[src/rtl/mfm_defs.svh]
// mfm_defs.svh - register map, field positions, reset values and timing for the modem framer
// assumes a 100 MHz system clock and a host on a plain strobe register port
`ifndef MFM_DEFS_SVH
`define MFM_DEFS_SVH
`define MFM_CLK_HZ      100000000
`define MFM_BAUD_LO     1200
`define MFM_BAUD_HI     2400
`define MFM_F_ONE       1200
`define MFM_F_ZERO_LO   1800
`define MFM_F_ZERO_HI   2400
`define MFM_NCO_INC(f, n) ((64'(f) * 64'h100000000) / (64'(n) * 64'(`MFM_BAUD_LO)))
`define MFM_A_MODE      4'h0
`define MFM_A_CTRL      4'h1
`define MFM_A_ADDR      4'h2
`define MFM_A_SYNC      4'h3
`define MFM_A_BSYNC     4'h4
`define MFM_A_TXHEAD    4'h5
`define MFM_A_TXD1      4'h6
`define MFM_A_TXD2      4'h7
`define MFM_A_RXD1      4'h8
`define MFM_A_RXD2      4'h9
`define MFM_A_STAT      4'hA
`define MFM_MODE_DEMOD  2
`define MFM_MODE_MOD    3
`define MFM_MODE_RESET  15
`define MFM_CTL_RATE    1:0
`define MFM_CTL_HEADIRQ 2
`define MFM_CTL_FMT     5:3
`define MFM_CTL_LAST    6
`define MFM_CTL_HANGIE  7
`define MFM_ST_READY    0
`define MFM_ST_SYNC     1
`define MFM_ST_HEADV    2
`define MFM_ST_LAST     3
`define MFM_ST_CRCOK    4
`define MFM_ST_HANG     5
`define MFM_ST_TXREQ    6
`define MFM_ST_HFAIL    7
`define MFM_SYNC_RST    16'hCB23
`define MFM_BSYNC_RST   16'hAAAA
`define MFM_BCAST       8'h40
`define MFM_SHORT_MAX   8'h10
`define MFM_CRC8_POLY   8'h9B
`define MFM_CRC16_POLY  32'h00001021
`define MFM_CRC32_POLY  32'hDB710641
`define MFM_FMT_RAW     3'h0
`define MFM_FMT_HEAD    3'h1
`define MFM_FMT_FEC     3'h3
`define MFM_FMT_SIZED   3'h4
`endif

[src/rtl/mfm_pkg.sv]
// mfm_pkg.sv - state and code types of the modem framer
// assumes mfm_defs.svh supplies the numeric constants
package mfm_pkg;
	typedef enum logic [6:0] {TX_IDLE = 7'h01, TX_BSYNC = 7'h02, TX_FSYNC = 7'h04,
		TX_HEAD = 7'h08, TX_DATA = 7'h10, TX_CRC = 7'h20, TX_HANG = 7'h40} mfm_tx_st_t;
	typedef enum logic [4:0] {RX_IDLE = 5'h01, RX_SEARCH = 5'h02, RX_HEAD = 5'h04,
		RX_DATA = 5'h08, RX_CRC = 5'h10} mfm_rx_st_t;
	typedef enum logic [1:0] {CLS_NONE = 2'h0, CLS_S = 2'h1, CLS_M = 2'h2,
		CLS_L = 2'h3} mfm_cls_t;
	typedef enum logic [1:0] {RATE_AUTO = 2'h0, RATE_LO = 2'h1, RATE_HI = 2'h2} mfm_rate_t;
endpackage

[src/rtl/mfm_modem.sv]
// mfm_modem.sv - msk/ffsk modem and packet framer, register port, tone out, sliced rx in
// assumes rx_sig is the sliced demodulator level from outside the clock domain
//
// Implementation choices: the address-and-strobe port and the placing of the registers.
`timescale 1ns/1ps
`include "mfm_defs.svh"
module mfm_modem #(
	parameter int BIT_CYC_LO = `MFM_CLK_HZ / `MFM_BAUD_LO
) (
	input  wire logic        clk,
	input  wire logic        rst,
	input  wire logic [3:0]  addr,
	input  wire logic [15:0] wdata,
	input  wire logic        wr,
	input  wire logic        rd,
	output logic      [15:0] rdata,
	input  wire logic        rx_sig,
	output logic             tx_tone,
	output logic             tx_en
);
	localparam int CW = $clog2(BIT_CYC_LO + 1) + 1;
	localparam logic [CW-1:0] BIT_LO = CW'(BIT_CYC_LO - 1);
	localparam logic [CW-1:0] BIT_HI = CW'(BIT_CYC_LO / 2 - 1);
	localparam logic [CW-1:0] T_MIN  = CW'(BIT_CYC_LO / 6);
	localparam logic [CW-1:0] T_SM   = CW'(BIT_CYC_LO * 7 / 24);
	localparam logic [CW-1:0] T_ML   = CW'(BIT_CYC_LO * 5 / 12);
	localparam logic [CW-1:0] T_MAX  = CW'(BIT_CYC_LO * 7 / 12);
	// tone steps scale with the bit period, so cycles per bit hold for any period
	localparam logic [31:0] INC_ONE  = 32'(`MFM_NCO_INC(`MFM_F_ONE, BIT_CYC_LO));
	localparam logic [31:0] INC_Z_LO = 32'(`MFM_NCO_INC(`MFM_F_ZERO_LO, BIT_CYC_LO));
	localparam logic [31:0] INC_Z_HI = 32'(`MFM_NCO_INC(`MFM_F_ZERO_HI, BIT_CYC_LO));

	function automatic logic [3:0] fec_par(input logic [7:0] d);
		fec_par = {d[7]^d[6]^d[5]^d[3]^d[2], d[7]^d[6]^d[4]^d[1]^d[0],
			d[7]^d[5]^d[4]^d[3]^d[1], d[6]^d[5]^d[4]^d[2]^d[0]};
	endfunction

	// single-error correction from the syndrome column
	function automatic logic [7:0] fec_fix(input logic [11:0] c);
		logic [3:0] s;
		logic [7:0] d;
		d = c[11:4];
		s = c[3:0] ^ fec_par(d);
		for (int i = 0; i < 8; i++)
			if (s == fec_par(8'(1 << i)))
				d[i] = ~d[i];
		fec_fix = d;
	endfunction

	function automatic logic [7:0] crc8(input logic [23:0] b);
		logic [7:0] c;
		c = 8'h00;
		for (int i = 23; i >= 0; i--)
			c = (c[7] ^ b[i]) ? ((c << 1) ^ `MFM_CRC8_POLY) : (c << 1);
		crc8 = c;
	endfunction

	function automatic logic [31:0] crc_upd(input logic [31:0] c, input logic [15:0] d,
		input logic wide);
		logic fb;
		logic [31:0] r;
		r = c;
		for (int i = 15; i >= 0; i--)
		begin
			fb = d[i] ^ (wide ? r[31] : r[15]);
			r = r << 1;
			if (fb)
				r = r ^ (wide ? `MFM_CRC32_POLY : `MFM_CRC16_POLY);
			if (!wide)
				r[31:16] = 16'h0000;
		end
		crc_upd = r;
	endfunction

	function automatic logic [47:0] head_code(input logic [31:0] b);
		head_code = {b[31:24], fec_par(b[31:24]), b[23:16], fec_par(b[23:16]),
			b[15:8], fec_par(b[15:8]), b[7:0], fec_par(b[7:0])};
	endfunction

	// registers
	logic        demod_en_q, mod_en_q, demod_d1_q, mod_d1_q;
	logic [7:0]  ctrl_q, addr_q, stat_q;
	logic [15:0] sync_q, bsync_q, txhead_q, txd1_q, txd2_q, rxd1_q, rxd2_q, rdata_q;
	mfm_pkg::mfm_rate_t lock_q;
	mfm_pkg::mfm_tx_st_t tx_st_q, tx_ns;
	mfm_pkg::mfm_rx_st_t rx_st_q;

	wire we_mode = wr && addr == `MFM_A_MODE;
	wire cmd_rst = we_mode && wdata[`MFM_MODE_RESET];
	wire rd_stat = rd && addr == `MFM_A_STAT;
	wire [1:0] rate_sel = ctrl_q[`MFM_CTL_RATE];
	wire [2:0] tx_fmt = ctrl_q[`MFM_CTL_FMT];
	wire head_irq = ctrl_q[`MFM_CTL_HEADIRQ];
	wire tx_done;
	wire [7:0] stat_set;

	always_ff @(posedge clk or posedge rst)
	begin
		if (rst)
		begin
			demod_en_q <= 1'b0;
			mod_en_q   <= 1'b0;
			ctrl_q     <= 8'h00;
			addr_q     <= 8'h00;
			sync_q     <= `MFM_SYNC_RST;
			bsync_q    <= `MFM_BSYNC_RST;
			txhead_q   <= 16'h0000;
			txd1_q     <= 16'h0000;
			txd2_q     <= 16'h0000;
		end
		else
		begin
			if (we_mode)
			begin
				demod_en_q <= wdata[`MFM_MODE_DEMOD];
				mod_en_q   <= wdata[`MFM_MODE_MOD];
			end
			if (wr && addr == `MFM_A_CTRL)
				ctrl_q <= wdata[7:0];
			else if (tx_done)
				ctrl_q[`MFM_CTL_LAST] <= 1'b0;
			if (wr && addr == `MFM_A_ADDR)
				addr_q <= wdata[15:8];
			if (cmd_rst)
				sync_q <= `MFM_SYNC_RST;
			else if (wr && addr == `MFM_A_SYNC)
				sync_q <= wdata;
			if (wr && addr == `MFM_A_BSYNC)
				bsync_q <= wdata;
			if (wr && addr == `MFM_A_TXHEAD)
				txhead_q <= wdata;
			if (wr && addr == `MFM_A_TXD1)
				txd1_q <= wdata;
			if (wr && addr == `MFM_A_TXD2)
				txd2_q <= wdata;
		end
	end

	// read mux, data one cycle after the strobe
	logic [15:0] rmux;
	always_comb
	begin
		unique case (addr)
			`MFM_A_MODE:   rmux = {12'h000, mod_en_q, demod_en_q, 2'b00};
			`MFM_A_CTRL:   rmux = {8'h00, ctrl_q};
			`MFM_A_ADDR:   rmux = {addr_q, 8'h00};
			`MFM_A_SYNC:   rmux = sync_q;
			`MFM_A_BSYNC:  rmux = bsync_q;
			`MFM_A_TXHEAD: rmux = txhead_q;
			`MFM_A_TXD1:   rmux = txd1_q;
			`MFM_A_TXD2:   rmux = txd2_q;
			`MFM_A_RXD1:   rmux = rxd1_q;
			`MFM_A_RXD2:   rmux = rxd2_q;
			`MFM_A_STAT:   rmux = {4'h0, tx_st_q != mfm_pkg::TX_IDLE,
				rx_st_q != mfm_pkg::RX_IDLE, lock_q, stat_q};
			default:       rmux = 16'h0000;
		endcase
	end

	// sticky flags: clear on status read, a coincident set wins
	always_ff @(posedge clk or posedge rst)
	begin
		if (rst)
		begin
			rdata_q <= 16'h0000;
			stat_q  <= 8'h00;
		end
		else
		begin
			rdata_q <= rd ? rmux : 16'h0000;
			stat_q  <= (rd_stat ? 8'h00 : stat_q) | stat_set;
		end
	end
	assign rdata = rdata_q;

	// transmit: bit timer, nco and framing shifter
	logic [CW-1:0] tb_q;
	logic [31:0]   phase_q, tx_crc_q;
	logic [47:0]   tx_sh_q, tx_nsh;
	logic [5:0]    tx_n_q, tx_nn;
	logic          tx_sel_q, tx_take;
	wire tx_hi = rate_sel == mfm_pkg::RATE_HI;
	wire tx_bit = tx_sh_q[47];
	wire tx_busy = tx_st_q != mfm_pkg::TX_IDLE;
	wire bit_end = tx_busy && tb_q == '0;
	wire tx_start = mod_en_q && !mod_d1_q && !tx_busy;
	wire tx_sized = tx_fmt >= `MFM_FMT_SIZED;
	wire tx_fec = tx_fmt >= `MFM_FMT_FEC;
	wire tx_wide = txhead_q[7:0] > `MFM_SHORT_MAX;
	wire [15:0] tx_word = tx_sel_q ? txd2_q : txd1_q;
	wire [31:0] tx_crc_n = crc_upd(tx_crc_q, tx_word, tx_wide);
	wire [23:0] tx_hb = {txhead_q[15:8], 5'h00, tx_fmt, txhead_q[7:0]};
	wire [47:0] tx_wsh = tx_fec ? {tx_word[15:8], fec_par(tx_word[15:8]),
		tx_word[7:0], fec_par(tx_word[7:0]), 24'h000000} : {tx_word, 32'h00000000};
	wire [5:0] tx_wn = tx_fec ? 6'd24 : 6'd16;
	assign tx_done = bit_end && tx_n_q == 6'd1 && tx_ns == mfm_pkg::TX_IDLE;

	// what follows when the last bit of a field leaves
	always_comb
	begin
		tx_ns = mfm_pkg::TX_IDLE;
		tx_nsh = tx_wsh;
		tx_nn = tx_wn;
		tx_take = 1'b0;
		unique case (tx_st_q)
			mfm_pkg::TX_IDLE: tx_nn = 6'd0;
			mfm_pkg::TX_BSYNC:
			begin
				tx_ns = mfm_pkg::TX_FSYNC;
				tx_nsh = {sync_q, 32'h00000000};
				tx_nn = 6'd16;
			end
			mfm_pkg::TX_FSYNC:
			begin
				tx_ns = mfm_pkg::TX_HEAD;
				tx_nsh = head_code({tx_hb, crc8(tx_hb)});
				tx_nn = 6'd48;
			end
			mfm_pkg::TX_HEAD:
			begin
				tx_ns = tx_fmt == `MFM_FMT_HEAD ? mfm_pkg::TX_IDLE : mfm_pkg::TX_DATA;
				tx_take = tx_fmt != `MFM_FMT_HEAD;
			end
			mfm_pkg::TX_DATA:
				if (!ctrl_q[`MFM_CTL_LAST])
				begin
					tx_ns = mfm_pkg::TX_DATA;
					tx_take = 1'b1;
				end
				else if (tx_sized)
				begin
					tx_ns = mfm_pkg::TX_CRC;
					tx_nsh = tx_wide ? {tx_crc_q, 16'h0000} : {tx_crc_q[15:0], 32'h00000000};
					tx_nn = tx_wide ? 6'd32 : 6'd16;
				end
				else
				begin
					tx_ns = mfm_pkg::TX_HANG;
					tx_nsh = {~tx_bit, 47'h0};
					tx_nn = 6'd1;
				end
			default: tx_nn = 6'd0;
		endcase
	end

	always_ff @(posedge clk or posedge rst)
	begin
		if (rst)
		begin
			tx_st_q  <= mfm_pkg::TX_IDLE;
			tx_sh_q  <= 48'h0;
			tx_n_q   <= 6'd0;
			tb_q     <= '0;
			tx_sel_q <= 1'b0;
			tx_crc_q <= 32'h0;
			mod_d1_q <= 1'b0;
		end
		else
		begin
			mod_d1_q <= mod_en_q;
			if (!mod_en_q)
				tx_st_q <= mfm_pkg::TX_IDLE;
			else if (tx_start)
			begin
				tx_sel_q <= 1'b0;
				tx_crc_q <= 32'h0;
				tb_q     <= tx_hi ? BIT_HI : BIT_LO;
				tx_st_q  <= tx_fmt == `MFM_FMT_RAW ? mfm_pkg::TX_DATA : mfm_pkg::TX_BSYNC;
				tx_sh_q  <= tx_fmt == `MFM_FMT_RAW ? {txd1_q, 32'h0} : {bsync_q, 32'h0};
				tx_n_q   <= 6'd16;
			end
			else if (bit_end)
			begin
				tb_q <= tx_hi ? BIT_HI : BIT_LO;
				if (tx_n_q != 6'd1)
				begin
					tx_sh_q <= tx_sh_q << 1;
					tx_n_q  <= tx_n_q - 6'd1;
				end
				else
				begin
					tx_st_q <= tx_ns;
					tx_sh_q <= tx_nsh;
					tx_n_q  <= tx_nn;
					if (tx_take)
					begin
						tx_crc_q <= tx_crc_n;
						tx_sel_q <= tx_fmt != `MFM_FMT_RAW && !tx_sel_q;
					end
				end
			end
			else if (tx_busy)
				tb_q <= tb_q - CW'(1);
		end
	end

	// phase-continuous tone, one msb per audio cycle
	wire [31:0] nco_inc = tx_bit ? INC_ONE : (tx_hi ? INC_Z_HI : INC_Z_LO);
	always_ff @(posedge clk or posedge rst)
	begin
		if (rst)
			phase_q <= 32'h0;
		else
			phase_q <= tx_busy ? phase_q + nco_inc : 32'h0;
	end
	assign tx_tone = phase_q[31];
	assign tx_en = tx_busy;

	property p_tone;
		@(posedge clk) disable iff (rst)
		tx_busy && tx_bit && !tx_hi |=> $past(phase_q) + INC_ONE == phase_q || !tx_busy;
	endproperty
	a_tone: assert property (p_tone) else $error("one bit not sent at the mark tone");

	property p_msb;
		@(posedge clk) disable iff (rst)
		tx_start && tx_fmt == `MFM_FMT_RAW |=> tx_bit == $past(txd1_q[15]);
	endproperty
	a_msb: assert property (p_msb) else $error("word not sent msb first");

	property p_hang;
		@(posedge clk) disable iff (rst)
		tx_st_q == mfm_pkg::TX_HANG && bit_end && ctrl_q[`MFM_CTL_HANGIE]
			|=> !tx_busy && stat_q[`MFM_ST_HANG];
	endproperty
	a_hang: assert property (p_hang) else $error("hang bit end not flagged");

	// receive: synchroniser, half-period classifier, rate lock
	logic rx_s1_q, rx_s2_q, rx_s3_q;
	logic [CW-1:0] iv_q;
	logic [1:0] rc_q, rc_n, need;
	mfm_pkg::mfm_cls_t prev_q, cls;
	wire edge_s = rx_s2_q ^ rx_s3_q;
	always_comb
	begin
		if (iv_q < T_MIN || iv_q >= T_MAX)
			cls = mfm_pkg::CLS_NONE;
		else if (iv_q < T_SM)
			cls = mfm_pkg::CLS_S;
		else if (iv_q < T_ML)
			cls = mfm_pkg::CLS_M;
		else
			cls = mfm_pkg::CLS_L;
	end
	wire acc = edge_s && demod_en_q && (
		(cls == mfm_pkg::CLS_S && rate_sel != mfm_pkg::RATE_LO && lock_q != mfm_pkg::RATE_LO) ||
		(cls == mfm_pkg::CLS_M && rate_sel != mfm_pkg::RATE_HI && lock_q != mfm_pkg::RATE_HI) ||
		(cls == mfm_pkg::CLS_L && lock_q != mfm_pkg::RATE_AUTO));
	assign rc_n = cls == prev_q ? rc_q + 2'd1 : 2'd1;
	assign need = cls == mfm_pkg::CLS_M ? 2'd3 :
		(cls == mfm_pkg::CLS_L && lock_q == mfm_pkg::RATE_HI) ? 2'd1 : 2'd2;
	wire emit = acc && rc_n == need;
	wire rbit = cls == mfm_pkg::CLS_L;

	always_ff @(posedge clk or posedge rst)
	begin
		if (rst)
		begin
			{rx_s1_q, rx_s2_q, rx_s3_q} <= 3'b000;
			iv_q   <= '0;
			rc_q   <= 2'd0;
			prev_q <= mfm_pkg::CLS_NONE;
			lock_q <= mfm_pkg::RATE_AUTO;
		end
		else
		begin
			{rx_s1_q, rx_s2_q, rx_s3_q} <= {rx_sig, rx_s1_q, rx_s2_q};
			iv_q <= edge_s ? '0 : (iv_q == T_MAX ? iv_q : iv_q + CW'(1));
			if (edge_s)
			begin
				rc_q   <= (acc && !emit) ? rc_n : 2'd0;
				prev_q <= (acc && !emit) ? cls : mfm_pkg::CLS_NONE;
			end
			if (cmd_rst)
				lock_q <= mfm_pkg::RATE_AUTO;
			else if (acc && lock_q == mfm_pkg::RATE_AUTO)
				lock_q <= cls == mfm_pkg::CLS_S ? mfm_pkg::RATE_HI : mfm_pkg::RATE_LO;
		end
	end

	property p_lock;
		@(posedge clk) disable iff (rst)
		lock_q != mfm_pkg::RATE_AUTO && !cmd_rst |=> lock_q == $past(lock_q);
	endproperty
	a_lock: assert property (p_lock) else $error("rate lock changed without reset");

	property p_fixed;
		@(posedge clk) disable iff (rst)
		rate_sel == mfm_pkg::RATE_LO && lock_q == mfm_pkg::RATE_AUTO |=> lock_q != mfm_pkg::RATE_HI;
	endproperty
	a_fixed: assert property (p_fixed) else $error("locked to a rate not selected");

	// receive framer
	logic [47:0] rx_sh_q;
	logic [5:0]  rx_n_q;
	logic [7:0]  rrem_q;
	logic [31:0] rcrc_q;
	logic        rfec_q, rsized_q, rwide_q;
	wire [47:0] rsh_n = {rx_sh_q[46:0], rbit};
	wire sync_hit = rsh_n[15:0] == sync_q;
	wire [7:0] hb0 = fec_fix(rsh_n[47:36]);
	wire [7:0] hb1 = fec_fix(rsh_n[35:24]);
	wire [7:0] hb2 = fec_fix(rsh_n[23:12]);
	wire [7:0] hb3 = fec_fix(rsh_n[11:0]);
	wire head_ok = crc8({hb0, hb1, hb2}) == hb3;
	wire addr_ok = hb0 == addr_q || hb0 == `MFM_BCAST;
	wire [15:0] rw = rfec_q ? {fec_fix(rsh_n[23:12]), fec_fix(rsh_n[11:0])} : rsh_n[15:0];
	wire [31:0] rcrc_n = crc_upd(rcrc_q, rw, rwide_q);
	wire crc_hit = rwide_q ? rsh_n[31:0] == rcrc_q : rsh_n[15:0] == rcrc_q[15:0];
	wire rlast = rx_n_q == 6'd1 && emit;
	wire in_st_srch = rx_st_q == mfm_pkg::RX_SEARCH && emit;
	wire hd_end = rlast && rx_st_q == mfm_pkg::RX_HEAD;
	wire hd_good = hd_end && head_ok && addr_ok;
	wire wd_end = rlast && rx_st_q == mfm_pkg::RX_DATA;
	wire rx_run = demod_en_q && !cmd_rst;
	wire rx_sz = hb1[2:0] >= `MFM_FMT_SIZED;
	wire hd_crc = rx_sz && hb2 == 8'h00;
	wire wd_crc = rsized_q && rrem_q <= 8'h02;
	assign stat_set = rx_run ? {hd_end && !head_ok, tx_take && bit_end && tx_n_q == 6'd1,
		tx_done && tx_st_q == mfm_pkg::TX_HANG && ctrl_q[`MFM_CTL_HANGIE],
		rlast && rx_st_q == mfm_pkg::RX_CRC && crc_hit, rlast && rx_st_q == mfm_pkg::RX_CRC,
		hd_good, in_st_srch && sync_hit && (!head_irq || tx_fmt == `MFM_FMT_RAW), wd_end} :
		{1'b0, tx_take && bit_end && tx_n_q == 6'd1,
		tx_done && tx_st_q == mfm_pkg::TX_HANG && ctrl_q[`MFM_CTL_HANGIE], 5'h00};

	always_ff @(posedge clk or posedge rst)
	begin
		if (rst)
		begin
			rx_st_q    <= mfm_pkg::RX_IDLE;
			demod_d1_q <= 1'b0;
			rx_sh_q    <= 48'h0;
			rx_n_q     <= 6'd0;
			{rfec_q, rsized_q, rwide_q} <= 3'b000;
			rrem_q     <= 8'h00;
			rcrc_q     <= 32'h0;
		end
		else
		begin
			demod_d1_q <= demod_en_q;
			if (emit)
				rx_sh_q <= rsh_n;
			if (emit && rx_n_q != 6'd1)
				rx_n_q <= rx_n_q - 6'd1;
			if (!rx_run)
				rx_st_q <= mfm_pkg::RX_IDLE;
			else if (rx_st_q == mfm_pkg::RX_IDLE && !demod_d1_q)
				rx_st_q <= mfm_pkg::RX_SEARCH;
			else if (in_st_srch && sync_hit)
			begin
				rx_st_q  <= tx_fmt == `MFM_FMT_RAW ? mfm_pkg::RX_DATA : mfm_pkg::RX_HEAD;
				rx_n_q   <= tx_fmt == `MFM_FMT_RAW ? 6'd16 : 6'd48;
				{rfec_q, rsized_q} <= 2'b00;
				rcrc_q   <= 32'h0;
			end
			else if (hd_end)
			begin
				if (!hd_good)
					rx_st_q <= head_irq ? mfm_pkg::RX_SEARCH : mfm_pkg::RX_IDLE;
				else if (hb1[2:0] <= `MFM_FMT_HEAD)
					rx_st_q <= mfm_pkg::RX_IDLE;
				else
					rx_st_q <= hd_crc ? mfm_pkg::RX_CRC : mfm_pkg::RX_DATA;
				rfec_q   <= hb1[2:0] >= `MFM_FMT_FEC;
				rsized_q <= rx_sz;
				rwide_q  <= hb2 > `MFM_SHORT_MAX;
				rrem_q   <= hb2;
				rx_n_q   <= hd_crc ? (hb2 > `MFM_SHORT_MAX ? 6'd32 : 6'd16) :
					(hb1[2:0] >= `MFM_FMT_FEC ? 6'd24 : 6'd16);
			end
			else if (wd_end)
			begin
				rcrc_q  <= rcrc_n;
				rrem_q  <= rrem_q - 8'h02;
				rx_st_q <= wd_crc ? mfm_pkg::RX_CRC : mfm_pkg::RX_DATA;
				rx_n_q  <= wd_crc ? (rwide_q ? 6'd32 : 6'd16) : (rfec_q ? 6'd24 : 6'd16);
			end
			else if (rlast && rx_st_q == mfm_pkg::RX_CRC)
				rx_st_q <= mfm_pkg::RX_IDLE;
		end
	end

	// receive words: a good head fills rxd1 and rxd2; after that the newest word goes to rxd1 and the older moves to rxd2 unread or not
	always_ff @(posedge clk or posedge rst)
	begin
		if (rst)
		begin
			rxd1_q <= 16'h0000;
			rxd2_q <= 16'h0000;
		end
		else if (rx_run && hd_good)
		begin
			rxd1_q <= {hb0, hb1};
			rxd2_q <= {hb2, hb3};
		end
		else if (rx_run && wd_end)
		begin
			rxd1_q <= rw;
			rxd2_q <= rxd1_q;
		end
	end

	property p_word;
		@(posedge clk) disable iff (rst)
		rx_run && wd_end |=> stat_q[`MFM_ST_READY] && rxd1_q == $past(rw);
	endproperty
	a_word: assert property (p_word) else $error("received word not posted");

	property p_stop;
		@(posedge clk) disable iff (rst)
		rx_run && in_st_srch && sync_hit |=> rx_st_q != mfm_pkg::RX_SEARCH;
	endproperty
	a_stop: assert property (p_stop) else $error("search kept running after sync");

	property p_hfail;
		@(posedge clk) disable iff (rst)
		rx_run && hd_end && !head_ok && head_irq |=> rx_st_q == mfm_pkg::RX_SEARCH
			&& stat_q[`MFM_ST_HFAIL];
	endproperty
	a_hfail: assert property (p_hfail) else $error("bad head did not restart search");

	property p_sync_rst;
		@(posedge clk) disable iff (rst)
		cmd_rst |=> sync_q == `MFM_SYNC_RST && rx_st_q == mfm_pkg::RX_IDLE;
	endproperty
	a_sync_rst: assert property (p_sync_rst) else $error("reset command did not restore sync");
endmodule

[config.mk]
export PLATFORM = sky130hd
export DESIGN_NAME = mfm_modem
export DESIGN_NICKNAME = d
export VERILOG_FILES = /design/src/rtl/mfm_pkg.sv /design/src/rtl/mfm_modem.sv
export VERILOG_INCLUDE_DIRS = /design/src /design/src/rtl
export SDC_FILE = /design/constraint.sdc
export NUM_CORES = 2
export LEC_CHECK = 0
export BUFFER_PORTS_ARGS = -buffer_cell sky130_fd_sc_hd__buf_2
export CAP_MARGIN = 10
export CORE_MARGIN = 1
export CORE_UTILIZATION = 29
export CTS_CLUSTER_DIAMETER = 50
export DETAILED_ROUTE_END_ITERATION = 7
export MAX_ROUTING_LAYER = met4
export PLACE_DENSITY_LB_ADDON = 0.12
export SETUP_SLACK_MARGIN = 0.2
export SLEW_MARGIN = 5
export SYNTH_ARGS = -nofsm -noshare
export SYNTH_HDL_FRONTEND = slang
export SYNTH_SLANG_ARGS = --single-unit
[constraint.sdc]
create_clock -name clk -period 12.6 [get_ports clk]
set_input_delay 0.63 -clock clk [delete_from_list [all_inputs] [get_ports clk]]
set_output_delay 0.63 -clock clk [all_outputs]
set_load 0.005 [all_outputs]
* After elaboration in Yosys (flattened, before gate mapping)
Index checks and enable logic that the tools add are counted.
** Cells by class
- Add/subtract/negate cells :: 7
- Magnitude comparators :: 12
- Equal/unequal tests :: 85
- Mux-type cells :: 283
- Bitwise gates (word level) :: 329
- Reductions and logical operators :: 87
** Operator list (number)
- $mux 32 :: 42
- $xor 32x32->32 :: 32
- $mux 16 :: 42
- $mux 8 :: 52
- $mux 48 :: 7
- $not 5->5 :: 46
- $xor 1x1->1 :: 211
- $pmux 16 s11 :: 1
- $pmux 48 s3 :: 1
- $mux 6 :: 17
- $eq 4x4->1 const B :: 23
- $mux 18 :: 5
- $mux 1 :: 77
- $eq 4x3->1 const B :: 16
- $mux 5 :: 12
- $logic_and 1x1->1 :: 49
- $mux 7 :: 6
- $mux 40 :: 1
- $not 1->1 :: 35
- $mux 17 :: 2
- $add 32x17->32 :: 1
- $eq 16x16->1 :: 2
- $eq 32x32->1 :: 1
- $pmux 7 s4 :: 1
- other kinds (61) :: 121
** Word-level totals
- Register bits after elaboration :: 428
- Bits of input ports :: 25
- Output and inout port bits :: 18
- Logic and storage cells :: 841

* Longest topological paths before layout
- Depth after elaboration :: 75
- Gate-level depth with buffers :: 33

* Least setup slack after synthesis
No wires, ideal clock.
- Kind :: register to register
- From :: register txhead_q[6]
- To :: register tx_crc_q[9]
- Arrival :: 8283 ps
- Setup slack :: 4184 ps
- Stages on the path, launching flop included :: 32
- Path buffers :: 6
- Cell sequence :: dfrtp_1 -> clkbuf_1 -> inv_1 -> ha_1 -> nand2b_1 -> nor2_1 -> inv_2 -> clkbuf_1 -> clkbuf_1 -> buf_1 -> clkbuf_1 -> buf_1 -> ha_1 -> inv_1 -> mux2i_1 -> mux2i_1 -> xor2_1 -> xnor3_1 -> xor2_1 -> o21ai_0 -> xor2_1 -> xnor3_1 -> xor2_1 -> xnor2_1 -> xnor2_1 -> mux2i_1 -> mux2i_1 -> xnor2_2 -> nor3_1 -> a211oi_1 -> xor2_1 -> o21ai_0
** Between the ends
- Word-level cells in the longest chain between the ends :: 68
- Elaborated cells between the ends (all ways) :: 85
** RTL lines
- start, declared :: RTL line mfm_modem.sv:83 : logic [15:0] sync_q, bsync_q, txhead_q, txd1_q, txd2_q, rxd1_q, rxd2_q, rdata_q;
- start signal, assigned :: RTL line mfm_modem.sv:131 : txhead_q <= wdata;
- $gt 8x5->1 (no line) *
- $mux 32 (no line) or $mux 1 (tied branches)
- $xor 32x32->32 or $xor 1x1->1 (tied branches) :: RTL line mfm_modem.sv:68, mfm_modem.sv:65
- $mux 32 :: RTL line mfm_modem.sv:67 : if (fb)
- $mux 16 :: RTL line mfm_modem.sv:69 : if (!wide)
- $mux 1 :: RTL line mfm_modem.sv:65 : fb = d[i] ^ (wide ? r[31] : r[15]);
- $xor 1x1->1 :: RTL line mfm_modem.sv:65
- $mux 32 :: RTL line mfm_modem.sv:67
- [52 not listed]
- $mux 16 :: RTL line mfm_modem.sv:69
- $mux 1 :: RTL line mfm_modem.sv:65
- $xor 1x1->1 :: RTL line mfm_modem.sv:65
- $mux 32 * :: RTL line mfm_modem.sv:67
- $mux 32 * :: RTL line mfm_modem.sv:285 : if (tx_take)
- $mux 32 * :: RTL line mfm_modem.sv:275 : if (tx_n_q != 6'd1)
- $mux 32 * :: RTL line mfm_modem.sv:272 : else if (bit_end)
- $mux 32 * :: RTL line mfm_modem.sv:263 : else if (tx_start)
- end signal, assigned :: RTL line mfm_modem.sv:287 : tx_crc_q <= tx_crc_n;
- end, declared :: RTL line mfm_modem.sv:178 : logic [31:0] phase_q, tx_crc_q;
Mark *: on every way between the ends. The rest lies on a longest branch, timed or not. The select of a mux whose other input is x is not followed.
A chain may end at the register's enable or synchronous reset.

* Worst setup path after layout
- From :: register rx_sh_q[22]
- To :: register rcrc_q[27]
** Between the ends
- Word-level cells in the longest chain between the ends :: 74
- Elaborated cells between the ends (all ways) :: 111
** RTL lines
- start, declared :: RTL line mfm_modem.sv:394 : logic [47:0] rx_sh_q;
- start signal, assigned :: RTL line mfm_modem.sv:442 : rx_sh_q <= rsh_n;
- $xor 1x1->1 (on tied branches) (4 in series) :: RTL line mfm_modem.sv:35, mfm_modem.sv:34
- $xor 4x4->4 :: RTL line mfm_modem.sv:43 : s = c[3:0] ^ fec_par(d);
- $eq 4x4->1 :: RTL line mfm_modem.sv:45 : if (s == fec_par(8'(1 << i)))
- $mux 1 :: RTL line mfm_modem.sv:45
- $mux 16 * :: RTL line mfm_modem.sv:407 : wire [15:0] rw = rfec_q ? {fec_fix(rsh_n[23:12]), fec_fix(rsh_n[11:0])} : rsh_n[15:0];
- $xor 1x1->1 :: RTL line mfm_modem.sv:65
- $mux 32 :: RTL line mfm_modem.sv:67
- $mux 16 :: RTL line mfm_modem.sv:69
- [55 not listed]
- $mux 16 :: RTL line mfm_modem.sv:69
- $mux 1 :: RTL line mfm_modem.sv:65
- $xor 1x1->1 :: RTL line mfm_modem.sv:65
- $mux 32 * :: RTL line mfm_modem.sv:67
- $mux 16 * :: RTL line mfm_modem.sv:69
- $mux 32 * :: RTL line mfm_modem.sv:471 : else if (wd_end)
- $mux 32 * :: RTL line mfm_modem.sv:456 : else if (hd_end)
- $mux 32 * :: RTL line mfm_modem.sv:449 : else if (in_st_srch && sync_hit)
- end signal, assigned :: RTL line mfm_modem.sv:473 : rcrc_q <= rcrc_n;
- end, declared :: RTL line mfm_modem.sv:397 : logic [31:0] rcrc_q;
Marks and branches as above.

==> impl_metrics.toml <==
[clocking]
ctsHoldBuffers = 0
path_clk_slew_ns = 0.05
cts-root-buf = "clkbuf_16"
cts_resized = 0
clk_latency_ns = 0.64
cts_sinks = 428
cts_buffers = 79
post_cts_buffers = 0
cts_tree = "yes"
ctsHtreeMaxLevel = 3
clockBufferDepth = 3

[finish]
fillCellCount = 11120
drive_above_1_share_pct = 14.03
nets = 3491
area_growth_pct = 15.49
multi_input_area_um2 = 19670
regArea_um2 = 10730

[grt]
antenna_found_initial = 12
grt_max_degree = 155
grt_pass1_wl_um = 174900
grtUsageTotal_pct = 22.03
grt_pass1_vias = 25370
overflow = 0

[hold_path]
whs_path_depth = 1
holdPathEnd = "rx_s1_q"
hp-start = "rx_sig"
hp-class = "in2reg"

[critical_path]
cp.required_ns = 13.16
arrival_ns = 9.87
reg2reg_depth = 23
crit_fanout = 13
worst_path_max_delay_cell = "nor4_2"
cp_common_cell = "xnor2_4"
criticalPathCategory = "reg2reg"
critPathMaxStageDelay_ns = 0.69
r2r_start = "rx_sh_q[22]"
end_kind = "flip-flop"
r2r_end = "rcrc_q[27]"
worstPathCellList = "xnor3_2 > xor3_2 > nor4_4 > mux2_4 > nor3_1 > nor4_1 > o41a_1 > nor4_2 > nor2_2 > a2111oi_2 > and2_1 > xnor3_1 > or4_1 > nand4_1 > a31oi_4 > xnor2_4 > xor2_4 > xor3_1 > mux2i_4 > xnor2_4 > xnor2_4 > xnor3_1 > o21ai_1"
setup.worst_path.start_class = "flip-flop"
cp_top_family = "XOR/XNOR gates"
cp.depth = 23
r2r_setup_slack_ns = 3.30
worst-path-buf-inv = 0

[drt]
drc = 0
wl_um = 116300
wl_met3_um = 5308
drt-initial-drc-count = 1753
m1WireLength_um = 53300
wl_per_cell_um = 23.77
ant_nets = 0
wl_met2_um = 54830
drtPass1Iterations = 5
dr_total_vias = 25290
drt-vias-per-instance = 5.166
highest_layer = "met4"

[logic_synthesis]
yosysUniqueCellTypes = 98
synth_flop_cell = "dfrtp_1"
syn_inst = 3390
async_flop_share_pct = 100.0
syn_nets = 3461
syn_avg_cell_area_um2 = 9.234
synth-edff-count = 0
ys_seq_elements = 428
yosys_warnings = 0
synth_area_um2 = 31300
yosysSeqAreaShare_pct = 34.29

[timing]
final-setup-viol-count = 0
slew_headroom_pct = 22.18
worst_pin_slew_ns = 1.159
max_freq_ghz = 0.1075
fin_crit_ns = 9.302
setup_tns_ns = 0
finalHoldViolations = 0
slew_violations = 0
finClkSkew_ns = 0.03587
grt_setup_unrepaired = "false"
fin_crit_sh_pct = 73.83

[placed_design]
gp_congestion = 0.8883
port_buffers = 42
hpwl_um = 86690

[floorplan]
die_h_um = 330.5
core-area_um2 = 107100
die_x_um = 330.5
start_util_pct = 29.24
die_area_um2 = 109300
io_pins = 43
rows = 120

[job]
drv_cap = 0

[run_status]
status = "completed"
kinds of logic after synthesis:
family	after synthesis	synth area share, %
buffers and inverters	248	3.070
AOI/OAI and AO/OA	681	14.19
DFF	428	34.29
muxes	196	6.879
and+or+nand+nor	994	14.53
xor gates and xnor gates	797	25.19
adders and majority gates	46	1.863
layer usage:
layer | up-vias | track usage (%)
li1 | 11940 | -
met1 | 12610 | 28.88
met2 | 585 | 35.66
met3 | 150 | 3.060
met4 | 0 | 5.410
met5 | - | -
metrics by stage:
stage / instance area (um^2) / hold WS (ns) / setup WS [ns] / util (%) / cells
final: 36150 / 0.1226 / 3.298 / 33.77 / 4895
after global routing: 36140 / 0.09265 / 2.818 / 33.76 / 4892
after CTS: 36130 / 0.08923 / 3.336 / 33.75 / 4888
after detailed placement: 33320 / 0.3372 / 3.349 / 31.13 / 4742
after global placement: 33320 / 0.3338 / 3.489 / 31.13 / 4742
after floorplan: 31310 / 0.3312 / 4.184 / - / 3390
cell type report:
cell class,count,share of cell area (%)
Multi-Input combinational cell,2714,54.40
Sequential cell,428,29.69
Clock buffer,93,5.752
Tap cell,1403,4.856
Timing Repair Buffer,137,2.589
Clock inverter,53,2.028
Inverter,60,0.6334
Antenna cell,7,0.04845
worst max path at each step:
| stage | to | slack (ns) | startpoint |
|---|---|---|---|
| global placement | rcrc_q[27] | 3.49 | rx_sh_q[22] |
| detailed placement | rcrc_q[27] | 3.35 | rx_sh_q[22] |
| CTS | rcrc_q[27] | 3.34 | rx_sh_q[22] |
| finish | rcrc_q[27] | 3.30 | rx_sh_q[22] |
| global route | rcrc_q[27] | 2.82 | rx_sh_q[22] |
| floorplan | tx_crc_q[9] | 4.18 | txhead_q[6] |
flip-flops by register name, summed over array words and instances (netlist names), 18 cells and up:
register and cells:
iv_q 18, tx_crc_q 32, rx_sh_q 47, tb_q 18, phase_q 32, tx_sh_q 48
rcrc_q 32
synth_stat cells, types with 49 or more instances:
master	n	area share, %
mux2i_1	59	1.9
clkbuf_1	157	1.9
dfrtp_1	410	33
xnor3_1	49	3.5
nor3_1	72	1.2
xor2_1	211	5.9
nor2_1	244	2.9
o21ai_0	200	3.2
a21oi_1	137	2.2
inv_1	57	0.68
nand2_1	405	4.9
a22oi_1	59	1.4
xnor2_1	519	15
nand3_1	70	1.1
mux2_2	133	4.8
cell usage in the layout (no fill, tap or decap), types with 56 or more instances in the layout:
cell       instances
xnor2_1          518
dfrtp_1          409
nand2_1          404
nor2_1           242
xor2_1           211
o21ai_0          200
a21oi_1          136
mux2_2           133
buf_4             94
clkbuf_16         79
nand3_1           70
nor3_1            68
mux2i_1           59
a22oi_1           59
inv_1             56
Power is left out: the tool's default activity adds up to more than one toggle a clock period on the data nets, which glitch-free logic cannot reach.
